<file path="src/logic/atp_pkg.sv">
// Shared constants and types for the dual-channel TDM transcoder port.
package atp_pkg;
	localparam int NCH = 2;
	localparam int CH_X = 0;
	localparam int CH_Y = 1;

	// System clock and the idle-exit settling time.
	localparam int CLK_HZ = 20_000_000;
	localparam int WAKE_TIME_MS = 800;
	localparam int WAKE_CYCLES_DEF = WAKE_TIME_MS * (CLK_HZ / 1000);
	localparam int WAKE_W = 24;

	// Cycles after reset release at which the algorithm straps are judged.
	localparam logic [2:0] STRAP_CAPT_CYC = 3'h6;

	// APB byte addresses.
	localparam logic [7:0] REG_X_CTRL = 8'h00;
	localparam logic [7:0] REG_X_ITR = 8'h04;
	localparam logic [7:0] REG_X_OTR = 8'h08;
	localparam logic [7:0] REG_Y_CTRL = 8'h10;
	localparam logic [7:0] REG_Y_ITR = 8'h14;
	localparam logic [7:0] REG_Y_OTR = 8'h18;
	localparam logic [7:0] REG_STATUS = 8'h20;

	// Hardware-mode pin roles on the address pins.
	localparam int ADDR_DIR_X = 0;
	localparam int ADDR_ALG_A = 1;
	localparam int ADDR_LAW_X = 2;
	localparam int ADDR_DIR_Y = 3;
	localparam int ADDR_ALG_B = 4;
	localparam int ADDR_LAW_Y = 5;

	// Algorithm select codes {as2, as1, as0}.
	localparam logic [2:0] AS_32K = 3'h0;
	localparam logic [2:0] AS_24K = 3'h7;
	localparam logic [2:0] AS_16K = 3'h5;

	localparam logic [5:0] HW_SLOT = 6'h00;
	localparam logic [8:0] POS_MAX = 9'h1FF;
	localparam logic [1:0] FS_SAT = 2'h3;
	localparam logic [1:0] FS_WIDE = 2'h2;
	localparam logic [1:0] ADPCM_MSB = 2'h3;
	localparam logic [2:0] PCM_MSB = 3'h7;
	localparam logic [3:0] NIB_ZERO = 4'h0;

	typedef enum logic [1:0] {ALG_32K, ALG_24K, ALG_16K} atp_alg_t;
	typedef enum logic [1:0] {CH_RUN, CH_IDLE, CH_WAKE} atp_ch_st_t;

	// Control register, MSB first.
	typedef struct packed {
		logic as0;
		logic as1;
		logic idle;
		logic alrst;
		logic byp;
		logic law;
		logic as2;
		logic dir;
	} atp_ctrl_t;

	typedef struct packed {
		atp_ctrl_t ctrl;
		logic [5:0] islot;
		logic [5:0] oslot;
	} atp_cfg_t;

	typedef struct packed {
		logic [NCH-1:0] clk;
		logic [NCH-1:0] fs;
		logic [NCH-1:0] din;
		logic strap;
		logic [5:0] addr;
		logic ser_in;
		logic port_sel;
	} atp_pins_t;

	typedef struct packed {
		logic run_y;
		logic run_x;
		atp_alg_t alg_y;
		atp_alg_t alg_x;
		logic low_power;
		logic hw_mode;
	} atp_status_t;

	typedef struct packed {
		atp_ch_st_t st;
		logic [WAKE_W-1:0] wake;
		atp_cfg_t cfg;
		atp_alg_t alg;
		logic [8:0] pos;
		logic [1:0] fs_cnt;
		logic armed;
		logic run;
		logic drive;
		logic so;
		logic oe;
		logic pad;
		logic [7:0] word;
		logic [7:0] shift;
		logic [7:0] res;
	} atp_chan_t;
endpackage : atp_pkg

</file>
<file path="src/logic/atp_tdm_port.sv">
// Dual-channel TDM serial port with strap-selected hardware mode and APB control.
//
// The implementer's own choices: the register offsets and the APB interface to the registers.
`timescale 1ns/100ps
module atp_tdm_port import atp_pkg::*; #(
	parameter int unsigned WAKE_CYCLES = WAKE_CYCLES_DEF
) (
	input wire logic i_clk_sys,
	input wire logic i_srst,
	input wire logic i_psel,
	input wire logic i_penable,
	input wire logic i_pwrite,
	input wire logic [7:0] i_paddr,
	input wire logic [31:0] i_pwdata,
	output logic [31:0] o_prdata,
	output logic o_pready,
	output logic o_pslverr,
	input wire logic i_host_mode_strap,
	input wire logic [5:0] i_addr_pin,
	input wire logic i_serial_in_pin,
	input wire logic i_port_select_pin,
	input wire logic i_chan_x_bit_clock,
	input wire logic i_chan_y_bit_clock,
	input wire logic i_chan_x_frame_sync,
	input wire logic i_chan_y_frame_sync,
	input wire logic i_chan_x_serial_in,
	input wire logic i_chan_y_serial_in,
	output logic o_chan_x_serial_out,
	output logic o_chan_x_serial_out_oe,
	output logic o_chan_y_serial_out,
	output logic o_chan_y_serial_out_oe,
	output logic o_low_power
);

	function automatic atp_alg_t alg_dec(input atp_ctrl_t c);
		logic [2:0] as;
		as = {c.as2, c.as1, c.as0};
		if (as == AS_24K)
			return ALG_24K;
		else if (as == AS_16K)
			return ALG_16K;
		return ALG_32K;
	endfunction : alg_dec

	// Four-bit slots index by pos/4, eight-bit slots by pos/8.
	function automatic logic slot_hit(input logic [8:0] pos, input logic [5:0] slot, input logic nib);
		if (nib)
			return pos[8:2] == {1'b0, slot};
		return pos[8:3] == slot;
	endfunction : slot_hit

	function automatic logic out_bit(input atp_chan_t c);
		logic [1:0] b;
		b = c.pos[1:0];
		if (!c.cfg.ctrl.dir)
			return c.word[PCM_MSB - c.pos[2:0]];
		case (c.alg)
			ALG_24K: return (b == ADPCM_MSB) ? c.pad : c.word[ADPCM_MSB - b];
			ALG_16K: return b[1] ? 1'b0 : c.word[ADPCM_MSB - b];
			default: return c.word[ADPCM_MSB - b];
		endcase
	endfunction : out_bit

	atp_pins_t pins_raw;
	atp_pins_t s1_q;
	atp_pins_t s2_q;
	atp_pins_t s3_q;
	atp_pins_t pf_q;
	atp_pins_t pf_d;
	logic [NCH-1:0] clkp_q;
	logic [NCH-1:0] rise;
	logic [NCH-1:0] fall;
	logic hw_mode;
	logic upd;
	logic [2:0] rel_cnt_q;
	logic [2:0] rel_cnt_d;
	logic a_low_q;
	logic a_low_d;
	atp_alg_t hw_alg;
	atp_ctrl_t reg_ctrl_q [NCH];
	atp_ctrl_t reg_ctrl_d [NCH];
	logic [5:0] reg_itr_q [NCH];
	logic [5:0] reg_itr_d [NCH];
	logic [5:0] reg_otr_q [NCH];
	logic [5:0] reg_otr_d [NCH];
	logic [31:0] prdata_q;
	logic [31:0] prdata_d;
	logic apb_hit;
	atp_status_t status;
	atp_cfg_t live_cfg [NCH];
	atp_chan_t ch_q [NCH];
	atp_chan_t ch_d [NCH];

	// Every outside pin goes through three flops; a level is taken once stages two and three agree.
	always_comb
	begin
		pins_raw.clk = {i_chan_y_bit_clock, i_chan_x_bit_clock};
		pins_raw.fs = {i_chan_y_frame_sync, i_chan_x_frame_sync};
		pins_raw.din = {i_chan_y_serial_in, i_chan_x_serial_in};
		pins_raw.strap = i_host_mode_strap;
		pins_raw.addr = i_addr_pin;
		pins_raw.ser_in = i_serial_in_pin;
		pins_raw.port_sel = i_port_select_pin;
		pf_d = atp_pins_t'((s2_q & s3_q) | (pf_q & (s2_q ^ s3_q)));
		rise = pf_q.clk & ~clkp_q;
		fall = ~pf_q.clk & clkp_q;
	end

	assign hw_mode = !pf_q.strap;
	assign upd = i_psel && i_pwrite && !hw_mode;

	// The 24k choice is a low level seen just after reset followed by a later high.
	always_comb
	begin
		rel_cnt_d = rel_cnt_q;
		a_low_d = a_low_q;
		if (rel_cnt_q != STRAP_CAPT_CYC)
			rel_cnt_d = rel_cnt_q + 3'h1;
		if (rel_cnt_q == STRAP_CAPT_CYC - 3'h1)
			a_low_d = !(pf_q.addr[ADDR_ALG_A] || pf_q.addr[ADDR_ALG_B]);
		if (!(pf_q.addr[ADDR_ALG_A] && pf_q.addr[ADDR_ALG_B]))
			hw_alg = ALG_32K;
		else
			hw_alg = a_low_q ? ALG_24K : ALG_16K;
	end

	// Hardware mode drives control from pins and pins every slot to zero; no slot is refused.
	always_comb
	begin
		for (int c = 0; c < NCH; c++)
		begin
			live_cfg[c] = '{ctrl: reg_ctrl_q[c], islot: reg_itr_q[c], oslot: reg_otr_q[c]};
			if (hw_mode)
			begin
				live_cfg[c] = '{ctrl: '0, islot: HW_SLOT, oslot: HW_SLOT};
				{live_cfg[c].ctrl.as2, live_cfg[c].ctrl.as1, live_cfg[c].ctrl.as0} =
					(hw_alg == ALG_24K) ? AS_24K : (hw_alg == ALG_16K) ? AS_16K : AS_32K;
			end
		end
		if (hw_mode)
		begin
			live_cfg[CH_X].ctrl.dir = pf_q.addr[ADDR_DIR_X];
			live_cfg[CH_X].ctrl.law = pf_q.addr[ADDR_LAW_X];
			live_cfg[CH_Y].ctrl.dir = pf_q.addr[ADDR_DIR_Y];
			live_cfg[CH_Y].ctrl.law = pf_q.addr[ADDR_LAW_Y];
			live_cfg[CH_Y].ctrl.idle = pf_q.ser_in;
			live_cfg[CH_X].ctrl.idle = pf_q.port_sel;
		end
	end

	assign status = '{run_y: ch_q[CH_Y].st == CH_RUN, run_x: ch_q[CH_X].st == CH_RUN, alg_y: ch_q[CH_Y].alg,
		alg_x: ch_q[CH_X].alg, low_power: o_low_power, hw_mode: hw_mode};

	// Zero-wait APB slave; read data is latched in the setup cycle so it is stable during access.
	always_comb
	begin
		for (int c = 0; c < NCH; c++)
		begin
			reg_ctrl_d[c] = hw_mode ? '0 : reg_ctrl_q[c];
			reg_itr_d[c] = hw_mode ? '0 : reg_itr_q[c];
			reg_otr_d[c] = hw_mode ? '0 : reg_otr_q[c];
		end
		prdata_d = prdata_q;
		apb_hit = 1'b1;
		case (i_paddr)
			REG_X_CTRL: prdata_d = 32'(reg_ctrl_q[CH_X]);
			REG_X_ITR: prdata_d = 32'(reg_itr_q[CH_X]);
			REG_X_OTR: prdata_d = 32'(reg_otr_q[CH_X]);
			REG_Y_CTRL: prdata_d = 32'(reg_ctrl_q[CH_Y]);
			REG_Y_ITR: prdata_d = 32'(reg_itr_q[CH_Y]);
			REG_Y_OTR: prdata_d = 32'(reg_otr_q[CH_Y]);
			REG_STATUS: prdata_d = 32'(status);
			default:
			begin
				prdata_d = 32'h0000_0000;
				apb_hit = 1'b0;
			end
		endcase
		if (!(i_psel && !i_penable))
			prdata_d = prdata_q;
		// Writes land at any time outside hardware mode; each channel picks them up at its next frame start, except the idle bit, which acts at once.
		if (i_psel && i_penable && i_pwrite && !hw_mode)
		begin
			case (i_paddr)
				REG_X_CTRL: reg_ctrl_d[CH_X] = atp_ctrl_t'(i_pwdata[7:0]);
				REG_X_ITR: reg_itr_d[CH_X] = i_pwdata[5:0];
				REG_X_OTR: reg_otr_d[CH_X] = i_pwdata[5:0];
				REG_Y_CTRL: reg_ctrl_d[CH_Y] = atp_ctrl_t'(i_pwdata[7:0]);
				REG_Y_ITR: reg_itr_d[CH_Y] = i_pwdata[5:0];
				REG_Y_OTR: reg_otr_d[CH_Y] = i_pwdata[5:0];
				default: ;
			endcase
		end
	end

	assign o_prdata = prdata_q;
	assign o_pready = 1'b1;
	assign o_pslverr = i_psel && i_penable && !apb_hit;

	always_comb
	begin
		for (int c = 0; c < NCH; c++)
		begin
			ch_d[c] = ch_q[c];
			// Idle exit waits out the settling time before the port drives again.
			case (ch_q[c].st)
				CH_RUN:
					if (live_cfg[c].ctrl.idle)
						ch_d[c].st = CH_IDLE;
				CH_IDLE:
					if (!live_cfg[c].ctrl.idle)
					begin
						ch_d[c].st = CH_WAKE;
						ch_d[c].wake = '0;
					end
				CH_WAKE:
					if (live_cfg[c].ctrl.idle)
						ch_d[c].st = CH_IDLE;
					else if (ch_q[c].wake >= WAKE_W'(WAKE_CYCLES - 1))
						ch_d[c].st = CH_RUN;
					else
						ch_d[c].wake = ch_q[c].wake + 1'b1;
				default: ch_d[c].st = CH_RUN;
			endcase
			if (rise[c])
			begin
				if (pf_q.fs[c])
				begin
					ch_d[c].armed = 1'b1;
					if (ch_q[c].fs_cnt != FS_SAT)
						ch_d[c].fs_cnt = ch_q[c].fs_cnt + 2'h1;
				end
				else if (ch_q[c].armed)
				begin
					// First rising edge after the sync is bit zero of slot zero.
					ch_d[c].pos = '0;
					ch_d[c].armed = 1'b0;
					ch_d[c].fs_cnt = '0;
					ch_d[c].run = 1'b1;
					ch_d[c].cfg = live_cfg[c];
					ch_d[c].alg = alg_dec(live_cfg[c].ctrl);
					if (ch_d[c].alg == ALG_32K && ch_q[c].fs_cnt >= FS_WIDE)
						ch_d[c].alg = ALG_24K;
					ch_d[c].pad = !hw_mode && live_cfg[c].ctrl.dir && alg_dec(live_cfg[c].ctrl) == ALG_24K;
					// Last frame's result goes out this frame, so latency stays under two frames.
					ch_d[c].word = ch_q[c].res;
				end
				else if (ch_q[c].pos != POS_MAX)
					ch_d[c].pos = ch_q[c].pos + 9'h001;
				ch_d[c].drive = ch_d[c].run && slot_hit(ch_d[c].pos, ch_d[c].cfg.oslot, ch_d[c].cfg.ctrl.dir);
				ch_d[c].so = out_bit(ch_d[c]);
			end
			// Compressing takes 8-bit PCM slots in, expanding takes 4-bit ADPCM slots in.
			if (fall[c] && ch_q[c].run && slot_hit(ch_q[c].pos, ch_q[c].cfg.islot, !ch_q[c].cfg.ctrl.dir))
			begin
				ch_d[c].shift = {ch_q[c].shift[6:0], pf_q.din[c]};
				if (ch_q[c].cfg.ctrl.dir ? (&ch_q[c].pos[2:0]) : (&ch_q[c].pos[1:0]))
					ch_d[c].res = ch_q[c].cfg.ctrl.dir ? {NIB_ZERO, ch_d[c].shift[7:4]} : {ch_d[c].shift[3:0], NIB_ZERO};
			end
			ch_d[c].oe = ch_d[c].drive && ch_q[c].st == CH_RUN && !live_cfg[c].ctrl.idle
				&& !ch_q[c].cfg.ctrl.alrst && !upd;
		end
	end

	assign o_low_power = ch_q[CH_X].st == CH_IDLE && ch_q[CH_Y].st == CH_IDLE;
	assign o_chan_x_serial_out = ch_q[CH_X].so;
	assign o_chan_x_serial_out_oe = ch_q[CH_X].oe;
	assign o_chan_y_serial_out = ch_q[CH_Y].so;
	assign o_chan_y_serial_out_oe = ch_q[CH_Y].oe;

	always_ff @(posedge i_clk_sys)
	begin
		if (i_srst)
		begin
			s1_q <= '0;
			s2_q <= '0;
			s3_q <= '0;
			pf_q <= '0;
			clkp_q <= '0;
			rel_cnt_q <= '0;
			a_low_q <= 1'b0;
			prdata_q <= 32'h0000_0000;
			for (int c = 0; c < NCH; c++)
			begin
				reg_ctrl_q[c] <= '0;
				reg_itr_q[c] <= '0;
				reg_otr_q[c] <= '0;
				ch_q[c] <= '{st: CH_RUN, alg: ALG_32K, default: '0};
			end
		end
		else
		begin
			s1_q <= pins_raw;
			s2_q <= s1_q;
			s3_q <= s2_q;
			pf_q <= pf_d;
			clkp_q <= pf_q.clk;
			rel_cnt_q <= rel_cnt_d;
			a_low_q <= a_low_d;
			prdata_q <= prdata_d;
			for (int c = 0; c < NCH; c++)
			begin
				reg_ctrl_q[c] <= reg_ctrl_d[c];
				reg_itr_q[c] <= reg_itr_d[c];
				reg_otr_q[c] <= reg_otr_d[c];
				ch_q[c] <= ch_d[c];
			end
		end
	end
endmodule : atp_tdm_port

</file>
<file path="config.mk">
export PLATFORM = sky130hd
export DESIGN_NAME = atp_tdm_port
export DESIGN_NICKNAME = d
export VERILOG_FILES = /design/src/logic/atp_pkg.sv /design/src/logic/atp_tdm_port.sv
export SDC_FILE = /design/constraint.sdc
export NUM_CORES = 1
export LEC_CHECK = 0
export ABC_AREA = 0
export CORE_UTILIZATION = 64
export DETAILED_ROUTE_END_ITERATION = 8
export DONT_BUFFER_PORTS = 1
export GPL_ROUTABILITY_DRIVEN = 0
export PLACE_DENSITY = 0.8
export SLEW_MARGIN = 20
export SYNTH_ARGS = -nofsm -noshare
export SYNTH_HDL_FRONTEND = slang
export SYNTH_SLANG_ARGS = --single-unit
</file>
<file path="constraint.sdc">
create_clock -name i_clk_sys -period 2.8 [get_ports i_clk_sys]
set_input_delay 0.14 -clock i_clk_sys [delete_from_list [all_inputs] [get_ports i_clk_sys]]
set_output_delay 0.14 -clock i_clk_sys [all_outputs]
set_load 0.02 [all_outputs]
</file>
## Yosys cells after proc, flatten, opt, wreduce, memory -nomap -nowiden

Memory sizes are Yosys's and may differ from the RTL's.
Cells that the tools add are included.

- Bits in registers: 98
- Memory bits (writable): 218
- Input port bits: 60
- Output and inout bits: 39
- Word-level logic and storage cells: 310
- Memories: 4

- Add/sub/neg operators: 11
- Order comparisons: 8
- Eq/ne operators: 38
- Mux-type cells: 152
- Bitwise logic cells: 16
- Reductions and logical operators: 49

Memory list:

| memory | depth | width | read ports | clocked after Yosys merged registers in | wr ports | RTL line | source |
|---|---|---|---|---|---|---|---|
| ch_q | 2 | 89 | 2 | 0 | 2 | atp_tdm_port.sv:91 | `atp_chan_t ch_q [NCH];` |
| reg_ctrl_q | 2 | 8 | 2 | 0 | 2 | atp_tdm_port.sv:80 | `atp_ctrl_t reg_ctrl_q [NCH];` |
| reg_itr_q | 2 | 6 | 2 | 0 | 2 | atp_tdm_port.sv:82 | `logic [5:0] reg_itr_q [NCH];` |
| reg_otr_q | 2 | 6 | 2 | 0 | 2 | atp_tdm_port.sv:84 | `logic [5:0] reg_otr_q [NCH];` |

Operators by type and width:

| cell | number |
|---|---|
| 89-bit 2-to-1 mux | 2 |
| 31-bit 2-to-1 mux | 4 |
| 9-bit 2-to-1 mux | 12 |
| 24-bit 2-to-1 mux | 4 |
| 24-bit case mux with 2 select lines | 2 |
| 8-bit 2-to-1 mux | 10 |
| 37-bit 2-to-1 mux | 2 |
| 6-bit 2-to-1 mux | 12 |
| 8-bit case mux with 7 select lines | 1 |
| 1-bit 2-to-1 mux | 54 |
| 26-bit 2-to-1 mux | 2 |
| 24-bit by 1-bit adder with 24-bit output (second input constant) | 2 |
| 24-bit >= comparator (second input constant) | 2 |
| 16-bit 2-to-1 mux | 3 |
| 2-bit 2-to-1 mux | 24 |
| 22-bit 2-to-1 mux | 2 |
| 20-bit 2-to-1 mux | 2 |
| 15-bit bitwise AND | 2 |
| 1-bit logical AND | 29 |
| 7-bit by 6-bit equality test with 1-bit output | 4 |
| 6-bit equality test | 4 |
| 8-bit by 5-bit equality test with 1-bit output (second input constant) | 3 |
| 12-bit 2-to-1 mux | 2 |
| 9-bit by 1-bit adder with 9-bit output (second input constant) | 2 |
| other kinds (34) | 88 |

## Depth between registers and ports, before layout

Gate-level depths: netlist (run 1).

- Depth after elaboration: 34
- Mapped depth: 14
- Depth with buffers taken out: 13

## Least setup slack after synthesis (run 1)

Ideal clock, no wire load.

- Path kind: flip-flop to flip-flop
- From: register pf_q[8] (netlist bit)
- To: memory ch_q[0][115] (netlist bit)
- Library setup time: 0.071 ns
- Arrival: 2.419 ns
- Required time: 2.729 ns
- Setup slack: 0.310 ns
- Cell stages (with the launch flop): 14
- Buffers on the path: 4
- Period minus slack after synthesis: 2.490 ns
- Cells stage by stage: dfxtp_1 > buf_2 > buf_2 > buf_2 > clkbuf_1 > a21o_1 > o311a_1 > a21oi_1 > inv_1 > ha_1 > nor4_1 > nand3b_1 > a31oi_1 > o2bb2ai_1

RTL lines:

| item | RTL line | source |
|---|---|---|
| start: declaration | atp_tdm_port.sv:68 | `atp_pins_t pf_q;` |
| start signal: assignment | atp_tdm_port.sv:296 | `pf_q <= pf_d;` |
| end: declaration | atp_tdm_port.sv:91 |  |

==> results of run 1 <==
power by group:
part / leakage, nW / switching (mW) / internal, mW
Combinational: 3.14 / 0.164 / 0.110
Clock: 0.466 / 1.51 / 2.22
Sequential: 2.18 / 0.0339 / 3.88
stage by stage:
stage                     setup slack (ps)  hold slack [ps]  utilization (%)
after floorplan                        310              268                -
after global placement                 295              225             66.2
after detailed placement               247              224             66.2
after CTS                              201             4.62             75.5
after global routing                  21.1             43.6             75.5
final                                  183             33.8             75.5
worst paths after layout:
kind	cells after the start	start	to	slack [ps]
worst max-delay path	6	pf_q[8]$_SDFF_PP0_	reg_itr_q[0][9]$_SDFF_PP0_	180
worst min-delay path	3	i_psel	o_prdata[5]$_SDFFE_PP0P_	30
worst max register to register	6	pf_q[8]$_SDFF_PP0_	reg_itr_q[0][9]$_SDFF_PP0_	180
worst min register to register	2	ch_q[0][94]$_SDFFE_PP0P_	ch_q[0][94]$_SDFFE_PP0P_	450
cells in the final DEF, fill, tap and decap left out, types with 10 or more instances in the layout:
cell,n
nor4_1,13
a211oi_1,20
xnor2_1,36
nand2b_1,20
o21ai_0,29
ha_1,30
nand3b_1,12
and3_1,18
conb_1,25
inv_1,27
or3_1,10
dfxtp_1,269
nor2b_1,57
nand2_1,199
dlygate4sd3_1,94
a221oi_1,10
nor2_1,158
nand3_1,103
xor2_1,30
clkbuf_16,29
a31oi_1,13
buf_4,37
mux2i_1,36
a21oi_1,174
nor3_1,45
and2_1,14
nand4_1,34
flip-flops by register name, indices dropped and copies added, names as in the netlist:
| register | count |
|---|---|
| ch_q | 164 |
| reg_ctrl_q | 16 |
| pf_q | 13 |
| s1_q | 13 |
| s2_q | 13 |
| s3_q | 13 |
| reg_itr_q | 12 |
| reg_otr_q | 12 |
| o_prdata | 8 |
| rel_cnt_q | 3 |
| clkp_q | 2 |
| a_low_q | 1 |
layer usage:
| layer | vias to the layer above | track usage [%] | routed length (um) |
|---|---|---|---|
| met5 | - | 0 | 0 |
| met4 | 0 | 8.81 | 875 |
| met3 | 72 | 5.22 | 2910 |
| met2 | 528 | 51.7 | 15800 |
| met1 | 5818 | 41.7 | 14600 |
| li1 | 5938 | - | - |
kinds of logic (layout without fill, tap and decap cells):
family                     count (synthesis)  in the layout  synth area share [%]
DFF                                      270            270                  39.9
muxes                                     46             46                  3.53
and+or+nand+nor                          734            734                  27.1
AOI/OAI and AO/OA                        346            346                  16.5
buffers and inverters                    164            211                  5.85
xor gates and xnor gates                  66             66                  4.27
other                                      2             25                0.0555
adders and majority gates                 30             30                  2.77
worst reg2reg max path: stages (launching register included):
cell           delay [ps]
dfxtp_2               470
buf_12                320
nand4_1               180
nor3_1                700
dlygate4sd3_1         680
nand2_1                60
a21oi_1               130
cell type report:
| cell class | instances | area (sq um) |
|---|---|---|
| well taps | 270 | 338 |
| clock inverters | 8 | 75.1 |
| inverters | 27 | 101 |
| multi-input cells | 1247 | 7420 |
| repair buffers | 133 | 1270 |
| clock buffers | 43 | 868 |
| flip-flops and latches | 270 | 5410 |
| fillers | 1475 | 5020 |
==> flow_summary.yaml, run 1 <==
status:
  status: "complete, no violations"
placement:
  post-dp-hpwl_mm: 21.2
  dpl_cell_area_sq_um: 13600
  dp.cells: 1852
  port_buffers: 0
global_routing:
  track_usage_pct: 31.1
  grt_pass1_wl_mm: 56.2
  antenna_found_initial: 0
  grt_pass1_vias: 11700
  grt-ovfl-total: 0
  grt_max_degree: 154
floorplanning:
  rows: 52
  start_util_pct: 66.0
  fp.dieW_um: 147
  dieArea_sq_um: 21700
  ios: 99
  coreArea_sq_um: 20500
  die_h_um: 147
synthesis:
  avgSynthCellArea_sq_um: 8.16
  synth.distinct_cells: 89
  synth_top_area_cell: "dfxtp_1"
  synth_edf_count: 0
  ys_top_cells_by_area: "dfxtp_1 (40%), a21oi_1 (6.4%), nand2_1 (5.5%)"
  synth.top_cell.area_share_pct: 39.9
  synth_most_common_cell: "dfxtp_1"
  synthArstFlopShare_pct: 0
  synth_area_sq_um: 13500
  ys_seq_elements: 270
  synth.top_cells.by_count: "dfxtp_1 (270), nand2_1 (199), a21oi_1 (174)"
  synth_ff_type: "dfxtp_1"
  syn_inst: 1658
  yosysWarnings: 0
  ys_seq_area_share_pct: 39.9
routing:
  remaining_drc_errors: 0
  dr_total_vias: 12400
  viasPerCell: 6.18
  totalWireLength_mm: 34.2
  wl_per_cell_um: 17.1
  drtPass1Iterations: 6
  dr.first_iter.drc_count: 1077
  ant_nets: 0
worst_setup_path:
  cp_slowest_cell: "nor3_1"
  cp.required_ps: 3260
  setup.worst_path.class: "flip-flop to flip-flop"
  cp_slowest_stage_delay_ps: 700
  crit_chain: "buf_12, nand4_1, nor3_1, dlygate4sd3_1, nand2_1, a21oi_1"
  crit_family: "buffers and inverters"
  worstSetupStartpointType: "flip-flop"
  cp-end-kind: "flip-flop"
  cp_num_buf_inv: 2
  arrival_ps: 3070
  worst-path-max-fanout: 73
sta:
  tightest_slew_ps: 960
  drv_slew: 0
  min_period_over_period_pct: 93.5
  fin_skew_ps: 9.96
  fmax_mhz: 382
  tns_ps: 0
  slew_headroom_pct: 35.5
  timing.final.hold_violations: 0
  fin_crit_ps: 2620
  setup_violations: 0
  rsz0062_at_grt: "no"
power:
  powerDensity_nw_per_um2: 511
  totalPowerFinal_mw: 7.91
  leakage_nw: 5.79
  vdd_ir_drop_max_v: 0.000502
run:
  cap_violations: 0
cts:
  cts_tree: "done"
  insertion_delay_ps: 540
  holdBufCountCts: 95
  post_cts_buffers: 0
  clk_pin_slew_ps: 60
  cts_inserted_buffers: 28
  clock_tree.root_cell: "clkbuf_16"
  cts_resized: 0
  htree_levels: 1
  clkSinkCount: 270
  clockBufferDepth: 3
layout:
  final_nets: 1797
  drive_above_1_share_pct: 7.12
  antenna_cells: 0
  final_area_sq_um: 15500
  final_cells: 1998
  area_delta_synth_final_pct: 14.4
min_path:
  min_path_type: "input port to flip-flop"
(Power assumes the default switching activity.)
==> run 2, diff against run 1 <==
--- a/config.mk
+++ b/config.mk
@@ -6,11 +6,11 @@
 export NUM_CORES = 1
 export LEC_CHECK = 0
 export ABC_AREA = 0
-export CORE_UTILIZATION = 64
+export CORE_UTILIZATION = 69
 export DETAILED_ROUTE_END_ITERATION = 8
 export DONT_BUFFER_PORTS = 1
 export GPL_ROUTABILITY_DRIVEN = 0
-export PLACE_DENSITY = 0.8
+export PLACE_DENSITY = 0.85
 export SLEW_MARGIN = 20
 export SYNTH_ARGS = -nofsm -noshare
 export SYNTH_HDL_FRONTEND = slang
==> constraint.sdc (replaced) <==
create_clock -name i_clk_sys -period 3.1 [get_ports i_clk_sys]
set_input_delay 0.155 -clock i_clk_sys [delete_from_list [all_inputs] [get_ports i_clk_sys]]
set_output_delay 0.155 -clock i_clk_sys [all_outputs]
set_load 0.02 [all_outputs]
==> run 2 against run 1 <==
Against the previous run:
- worst hold slack better by 18 ps
- clock power decreased by 12%
- clock-buffer cell count fell by 8
- global-route usage grew 2.8 points
- sequential share of layout area rose by 0.52 points
- critical path depth grew 2
- die area decreased by 7.1%
- total power shrank 11%
==> flow_summary.yaml, run 2 (synthesis results as in run 1) <==
cts:
  clkSinkCount: 270
  cts_tree: "done"
  clockBufferDepth: 3
  clock_tree.root_cell: "clkbuf_16"
  clk_pin_slew_ps: 60
  htree_levels: 1
  cts_resized: 0
  cts_inserted_buffers: 28
  insertion_delay_ps: 540
floorplanning:
  ios: 99
  rows: 50
  coreArea_sq_um: 19000
  die_h_um: 142
  fp.dieW_um: 142
  start_util_pct: 71.4
  dieArea_sq_um: 20200
routing:
  dr.first_iter.drc_count: 1371
  remaining_drc_errors: 0
  totalWireLength_mm: 34.8
  drtPass1Iterations: 6
  dr_total_vias: 12500
  ant_nets: 0
  viasPerCell: 6.35
  wl_per_cell_um: 17.7
layout:
  reg_top3: "ch_q: 164 flops, reg_ctrl_q: 16 flops"
  area_delta_synth_final_pct: 12.7
  largest_register_ffs: 164
  drive_above_1_share_pct: 6.56
  final_cell_mix: "dfxtp_1 (269), nand2_1 (199), a21oi_1 (174), nor2_1 (158), nand3_1 (103)"
  layout_commonest_cell: "dfxtp_1"
  regMostFlops: "ch_q"
  final_nets: 1780
sta:
  slew_headroom_pct: 37.4
  timing.final.hold_violations: 0
  whs_ps: 52.1
  tns_ps: 0
  drv_slew: 0
  setup_violations: 0
  rsz0062_at_grt: "no"
  tightest_slew_ps: 932
  fin_crit_ps: 2910
  min_period_over_period_pct: 94.0
  fin_skew_ps: 10.8
  layout_setup_ws_ps: 187
  fmax_mhz: 343
worst_setup_path:
  worst-path-max-fanout: 44
  crit_path_start: "pf_q[8]$_SDFF_PP0_"
  reg2reg_slack_ps: 190
  cp-end-kind: "flip-flop"
  reg2regPathDepth: 8
  timing.rr.start: "pf_q[8]$_SDFF_PP0_"
  arrival_ps: 3390
  worstSetupStartpointType: "flip-flop"
  crit_path_end: "reg_ctrl_q[0][10]$_SDFF_PP0_"
  setup.worst_path.class: "flip-flop to flip-flop"
  cp.required_ps: 3580
  reg2reg_to: "reg_ctrl_q[0][10]$_SDFF_PP0_"
global_routing:
  grt-ovfl-total: 0
  grt_max_degree: 171
  track_usage_pct: 33.9
  grt_pass1_vias: 11700
  antenna_found_initial: 0
  grt_pass1_wl_mm: 56.3
status:
  status: "complete, no violations"
placement:
  port_buffers: 0
  place_ws_ps: 488
  post-dp-hpwl_mm: 20.6
min_path:
  min_path_type: "input port to flip-flop"
power:
  leakage_nw: 5.66
  vdd_ir_drop_max_v: 0.000465
  powerDensity_nw_per_um2: 463
run:
  cap_violations: 0
==> run 2: final cells by class <==
type	count	area, sq um
Clock inverter	12	120
Antenna cell	1	2.50
Fill cell	1241	3710
Tap cell	260	325
Multi-Input combinational cell	1247	7420
Inverter	27	101
Sequential cell	270	5410
Clock buffer	35	768
Timing Repair Buffer	116	1100
==> run 2: per-stage QoR <==
stage	instance area (sq um)	utilization, %	total power [mW]	instances
after floorplan	13600	-	3.81	1681
after detailed placement	13400	71.0	3.77	1830
after global placement	13400	71.0	3.76	1830
after global routing	15200	80.4	7.23	1967
after CTS	15200	80.3	7.07	1963
final	15200	80.4	7.06	1968
==> run 2: worst min path at each step <==
| stage | slack [ps] | from | cells past startpoint | to |
|---|---|---|---|---|
| after global placement | 240 | i_srst | 1 | ch_q[0][3]$_SDFFE_PP0P_ |
| after CTS | 3 | i_paddr[3] | 4 | reg_otr_q[0][10]$_SDFF_PP0_ |
| after global routing | 80 | i_paddr[3] | 4 | reg_otr_q[0][10]$_SDFF_PP0_ |
| after detailed placement | 240 | i_srst | 1 | ch_q[0][13]$_SDFFE_PP0P_ |
| final | 50 | i_paddr[3] | 4 | reg_otr_q[0][10]$_SDFF_PP0_ |
| after floorplan | 280 | i_port_select_pin | 1 | s1_q[0]$_SDFF_PP0_ |
==> run 2: metal layers <==
layer / track usage (%) / wire, um / vias up
li1: - / - / 5881
met1: 44.0 / 14300 / 5836
met2: 56.4 / 16100 / 651
met3: 5.89 / 3250 / 125
met4: 12.8 / 1180 / 0
met5: 0 / 0 / -
==> run 2: worst max-delay path, stage by stage (launching register included) <==
cell,delay (ps)
dfxtp_2,490
buf_4,440
nand3_1,320
nor2_1,200
buf_4,190
and2_1,360
nand2_1,120
a21oi_1,150
dlygate4sd3_1,570
==> run 2: timing repair <==
item                                    CTS  global route
buffers inserted                          0             4
endpoints found under the hold margin   226             0
hold buffers                             86             0
endpoints found under the setup margin    0             3
==> run 2: power breakdown <==
part / leakage [nW] / total, mW / internal, mW / switching (mW)
clock network: 0.441 / 3.28 / 1.91 / 1.37
registers: 2.18 / 3.54 / 3.50 / 0.0328
logic: 3.03 / 0.248 / 0.0964 / 0.151
==> run 3, diff against run 2 <==
--- a/config.mk
+++ b/config.mk
@@ -7,9 +7,11 @@
 export LEC_CHECK = 0
 export ABC_AREA = 0
 export CORE_UTILIZATION = 69
+export CTS_BUF_LIST = sky130_fd_sc_hd__clkbuf_16
 export DETAILED_ROUTE_END_ITERATION = 8
 export DONT_BUFFER_PORTS = 1
 export GPL_ROUTABILITY_DRIVEN = 0
+export GPL_TIMING_DRIVEN = 0
 export PLACE_DENSITY = 0.85
 export SLEW_MARGIN = 20
 export SYNTH_ARGS = -nofsm -noshare
==> run 3 against run 2 <==
Against the previous run:
- register-to-register slack lost 20 ps
- design area is 1.7% lower
- global-route usage grew 4.5 points
- sequential power about the same
- core utilization fell by 1.4 points
- critical path type unchanged
- fmax down 0.52%
- clock skew decreased by 1.2 ps
- largest cell class unchanged
- non-clock buffer count is 45 higher
- die area stayed put
==> flow_summary.yaml, run 3 (synthesis results as in run 1) <==
layout:
  largest_register_ffs: 164
  drive_above_1_share_pct: 7.76
  reg_top3: "ch_q: 164 flops, reg_ctrl_q: 16 flops"
  area_delta_synth_final_pct: 10.7
  layout_commonest_cell: "dfxtp_1"
  antenna_cells: 0
  regMostFlops: "ch_q"
  final_area_sq_um: 15000
  final_nets: 1824
  final_cell_mix: "dfxtp_1 (270), nand2_1 (199), a21oi_1 (174), nor2_1 (158), nand3_1 (103)"
  fillers: 1351
  finalCoreUtilization_pct: 79.0
power:
  leakage_nw: 5.46
  p_int_mw: 5.27
  totalPowerFinal_mw: 6.86
  p_clk_share_pct: 43.9
  power_frac_comb_pct: 4.6
  power_frac_seq_pct: 51.5
  vdd_ir_drop_max_v: 0.000501
  powerDensity_nw_per_um2: 458
  p_sw_mw: 1.59
  switching_share_pct: 23.2
worst_setup_path:
  setup.worst_path.class: "flip-flop to flip-flop"
  cp_slowest_cell: "dfxtp_1"
  cp_slowest_stage_delay_ps: 350
  cp.required_ps: 3570
  critPathMostFrequentCell: "clkbuf_4"
  worstSetupStartpointType: "flip-flop"
  cp-end-kind: "flip-flop"
  worst-path-max-fanout: 10
  arrival_ps: 3400
  crit_chain: "clkbuf_4, buf_4, buf_2, clkbuf_4, a21o_1, o311a_1, a21oi_1, inv_1, ha_1, nor4_1, nand3b_1, a31oi_1, o2bb2ai_1"
sta:
  fin_skew_ps: 9.61
  min_period_over_period_pct: 94.5
  fmax_mhz: 342
  setup_violations: 0
  fin_crit_ps: 2930
  timing.final.hold_violations: 0
  slew_headroom_pct: 36.8
  drv_slew: 0
  tightest_slew_ps: 949
  rsz0062_at_grt: "no"
cts:
  post_cts_buffers: 0
  cts_tree: "done"
  cts_inserted_buffers: 27
  clock_tree.root_cell: "clkbuf_16"
  insertion_delay_ps: 540
  clk_pin_slew_ps: 60
  htree_levels: 1
  clkSinkCount: 270
  clockBufferDepth: 3
routing:
  ant_nets: 0
  viasPerCell: 6.45
  drtPass1Iterations: 8
  totalWireLength_mm: 38.4
  dr.first_iter.drc_count: 1425
  wl_per_cell_um: 19.1
  remaining_drc_errors: 0
  dr_total_vias: 13000
floorplanning:
  ios: 99
  die_h_um: 142
  start_util_pct: 71.4
  fp.dieW_um: 142
  dieArea_sq_um: 20200
  rows: 50
  coreArea_sq_um: 19000
placement:
  dpl_cell_area_sq_um: 13900
  post-dp-hpwl_mm: 27.0
  port_buffers: 0
global_routing:
  grt-ovfl-total: 0
  antenna_found_initial: 0
  track_usage_pct: 38.4
  grt_pass1_vias: 12100
  grt_pass1_wl_mm: 62.0
  grt_max_degree: 15
status:
  status: "complete, no violations"
run:
  cap_violations: 0
min_path:
  min_path_type: "input port to flip-flop"
[run 3: cell types whose count changed in the layout (fill, tap and decap cells not counted), sizes merged]
cell	delta
clkbuf	+61
dlygate4sd3	-61
buf	+37
clkinv	+6
inv	+4
bufinv	-1
clkinvlp	-1
diode	-1
[run 3: metrics by stage]
stage / hold slack, ps / worst slack [ps] / cells / setup TNS [ps]
3_5_place_dp: 292 / -112 / 1941 / -112
4_1_cts: 22.3 / 89.6 / 2012 / 0
6_report: 13.6 / 172 / 2012 / 0
5_1_grt: 46.9 / 23.4 / 2012 / 0
2_1_floorplan: 283 / 610 / 1681 / 0
3_3_place_gp: 284 / -37.4 / 1941 / -37.4
[run 3: final timing paths]
check                          endpoint                start  depth (start not counted)  slack, ps
max           ch_q[0][115]$_SDFFE_PP0P_   pf_q[8]$_SDFF_PP0_                         13        170
min          reg_itr_q[0][6]$_SDFF_PP0_               i_psel                          4         10
max reg2reg   ch_q[0][115]$_SDFFE_PP0P_   pf_q[8]$_SDFF_PP0_                         13        170
min reg2reg         s2_q[14]$_SDFF_PP0_  s1_q[14]$_SDFF_PP0_                          1        440
[run 3: critical path: cells and delay by family (launching register included)]
family / cells / cell delay [ps]
AO/OA/AOI/OAI: 5 / 730
buffers and inverters: 5 / 1100
AND/OR/NAND/NOR: 2 / 440
adder cells (fa/ha/maj): 1 / 230
flip-flops: 1 / 350
[run 3: power groups by stage]
stage	logic [mW]	registers, mW	clock network (mW)
after global routing	0.335	3.53	3.15
after global placement	0.263	3.61	0
after floorplan	0.205	3.60	0
after CTS	0.303	3.53	3.01
final	0.314	3.53	3.02
after detailed placement	0.267	3.61	0
[run 3: routing by layer]
metal	vias to the layer above	share of wire, %	GRT usage (%)	routed length [um]
li1	5975	-	-	-
met1	5973	39	49.8	15000
met2	831	44	61.6	16900
met3	197	12	7.81	4520
met4	0	5.1	17.8	1960
met5	-	0	0	0
[run 3: layout make-up]
| cell class | count | area [sq um] | share of cell area, % |
|---|---|---|---|
| Inverter | 27 | 101 | 0.676 |
| Multi-Input combinational cell | 1247 | 7420 | 49.5 |
| Clock inverter | 20 | 116 | 0.777 |
| Sequential cell | 270 | 5410 | 36.1 |
| Timing Repair Buffer | 24 | 240 | 1.60 |
| Buffer | 137 | 699 | 4.67 |
| Tap cell | 260 | 325 | 2.17 |
| Clock buffer | 27 | 676 | 4.51 |
[run 3: what timing repair did]
| item | CTS | global route |
|---|---|---|
| gates resized for setup | 2 | 3 |
| endpoints found under the setup margin | 1 | 1 |
| hold buffers | 24 | 0 |
| endpoints found under the hold margin | 53 | 0 |
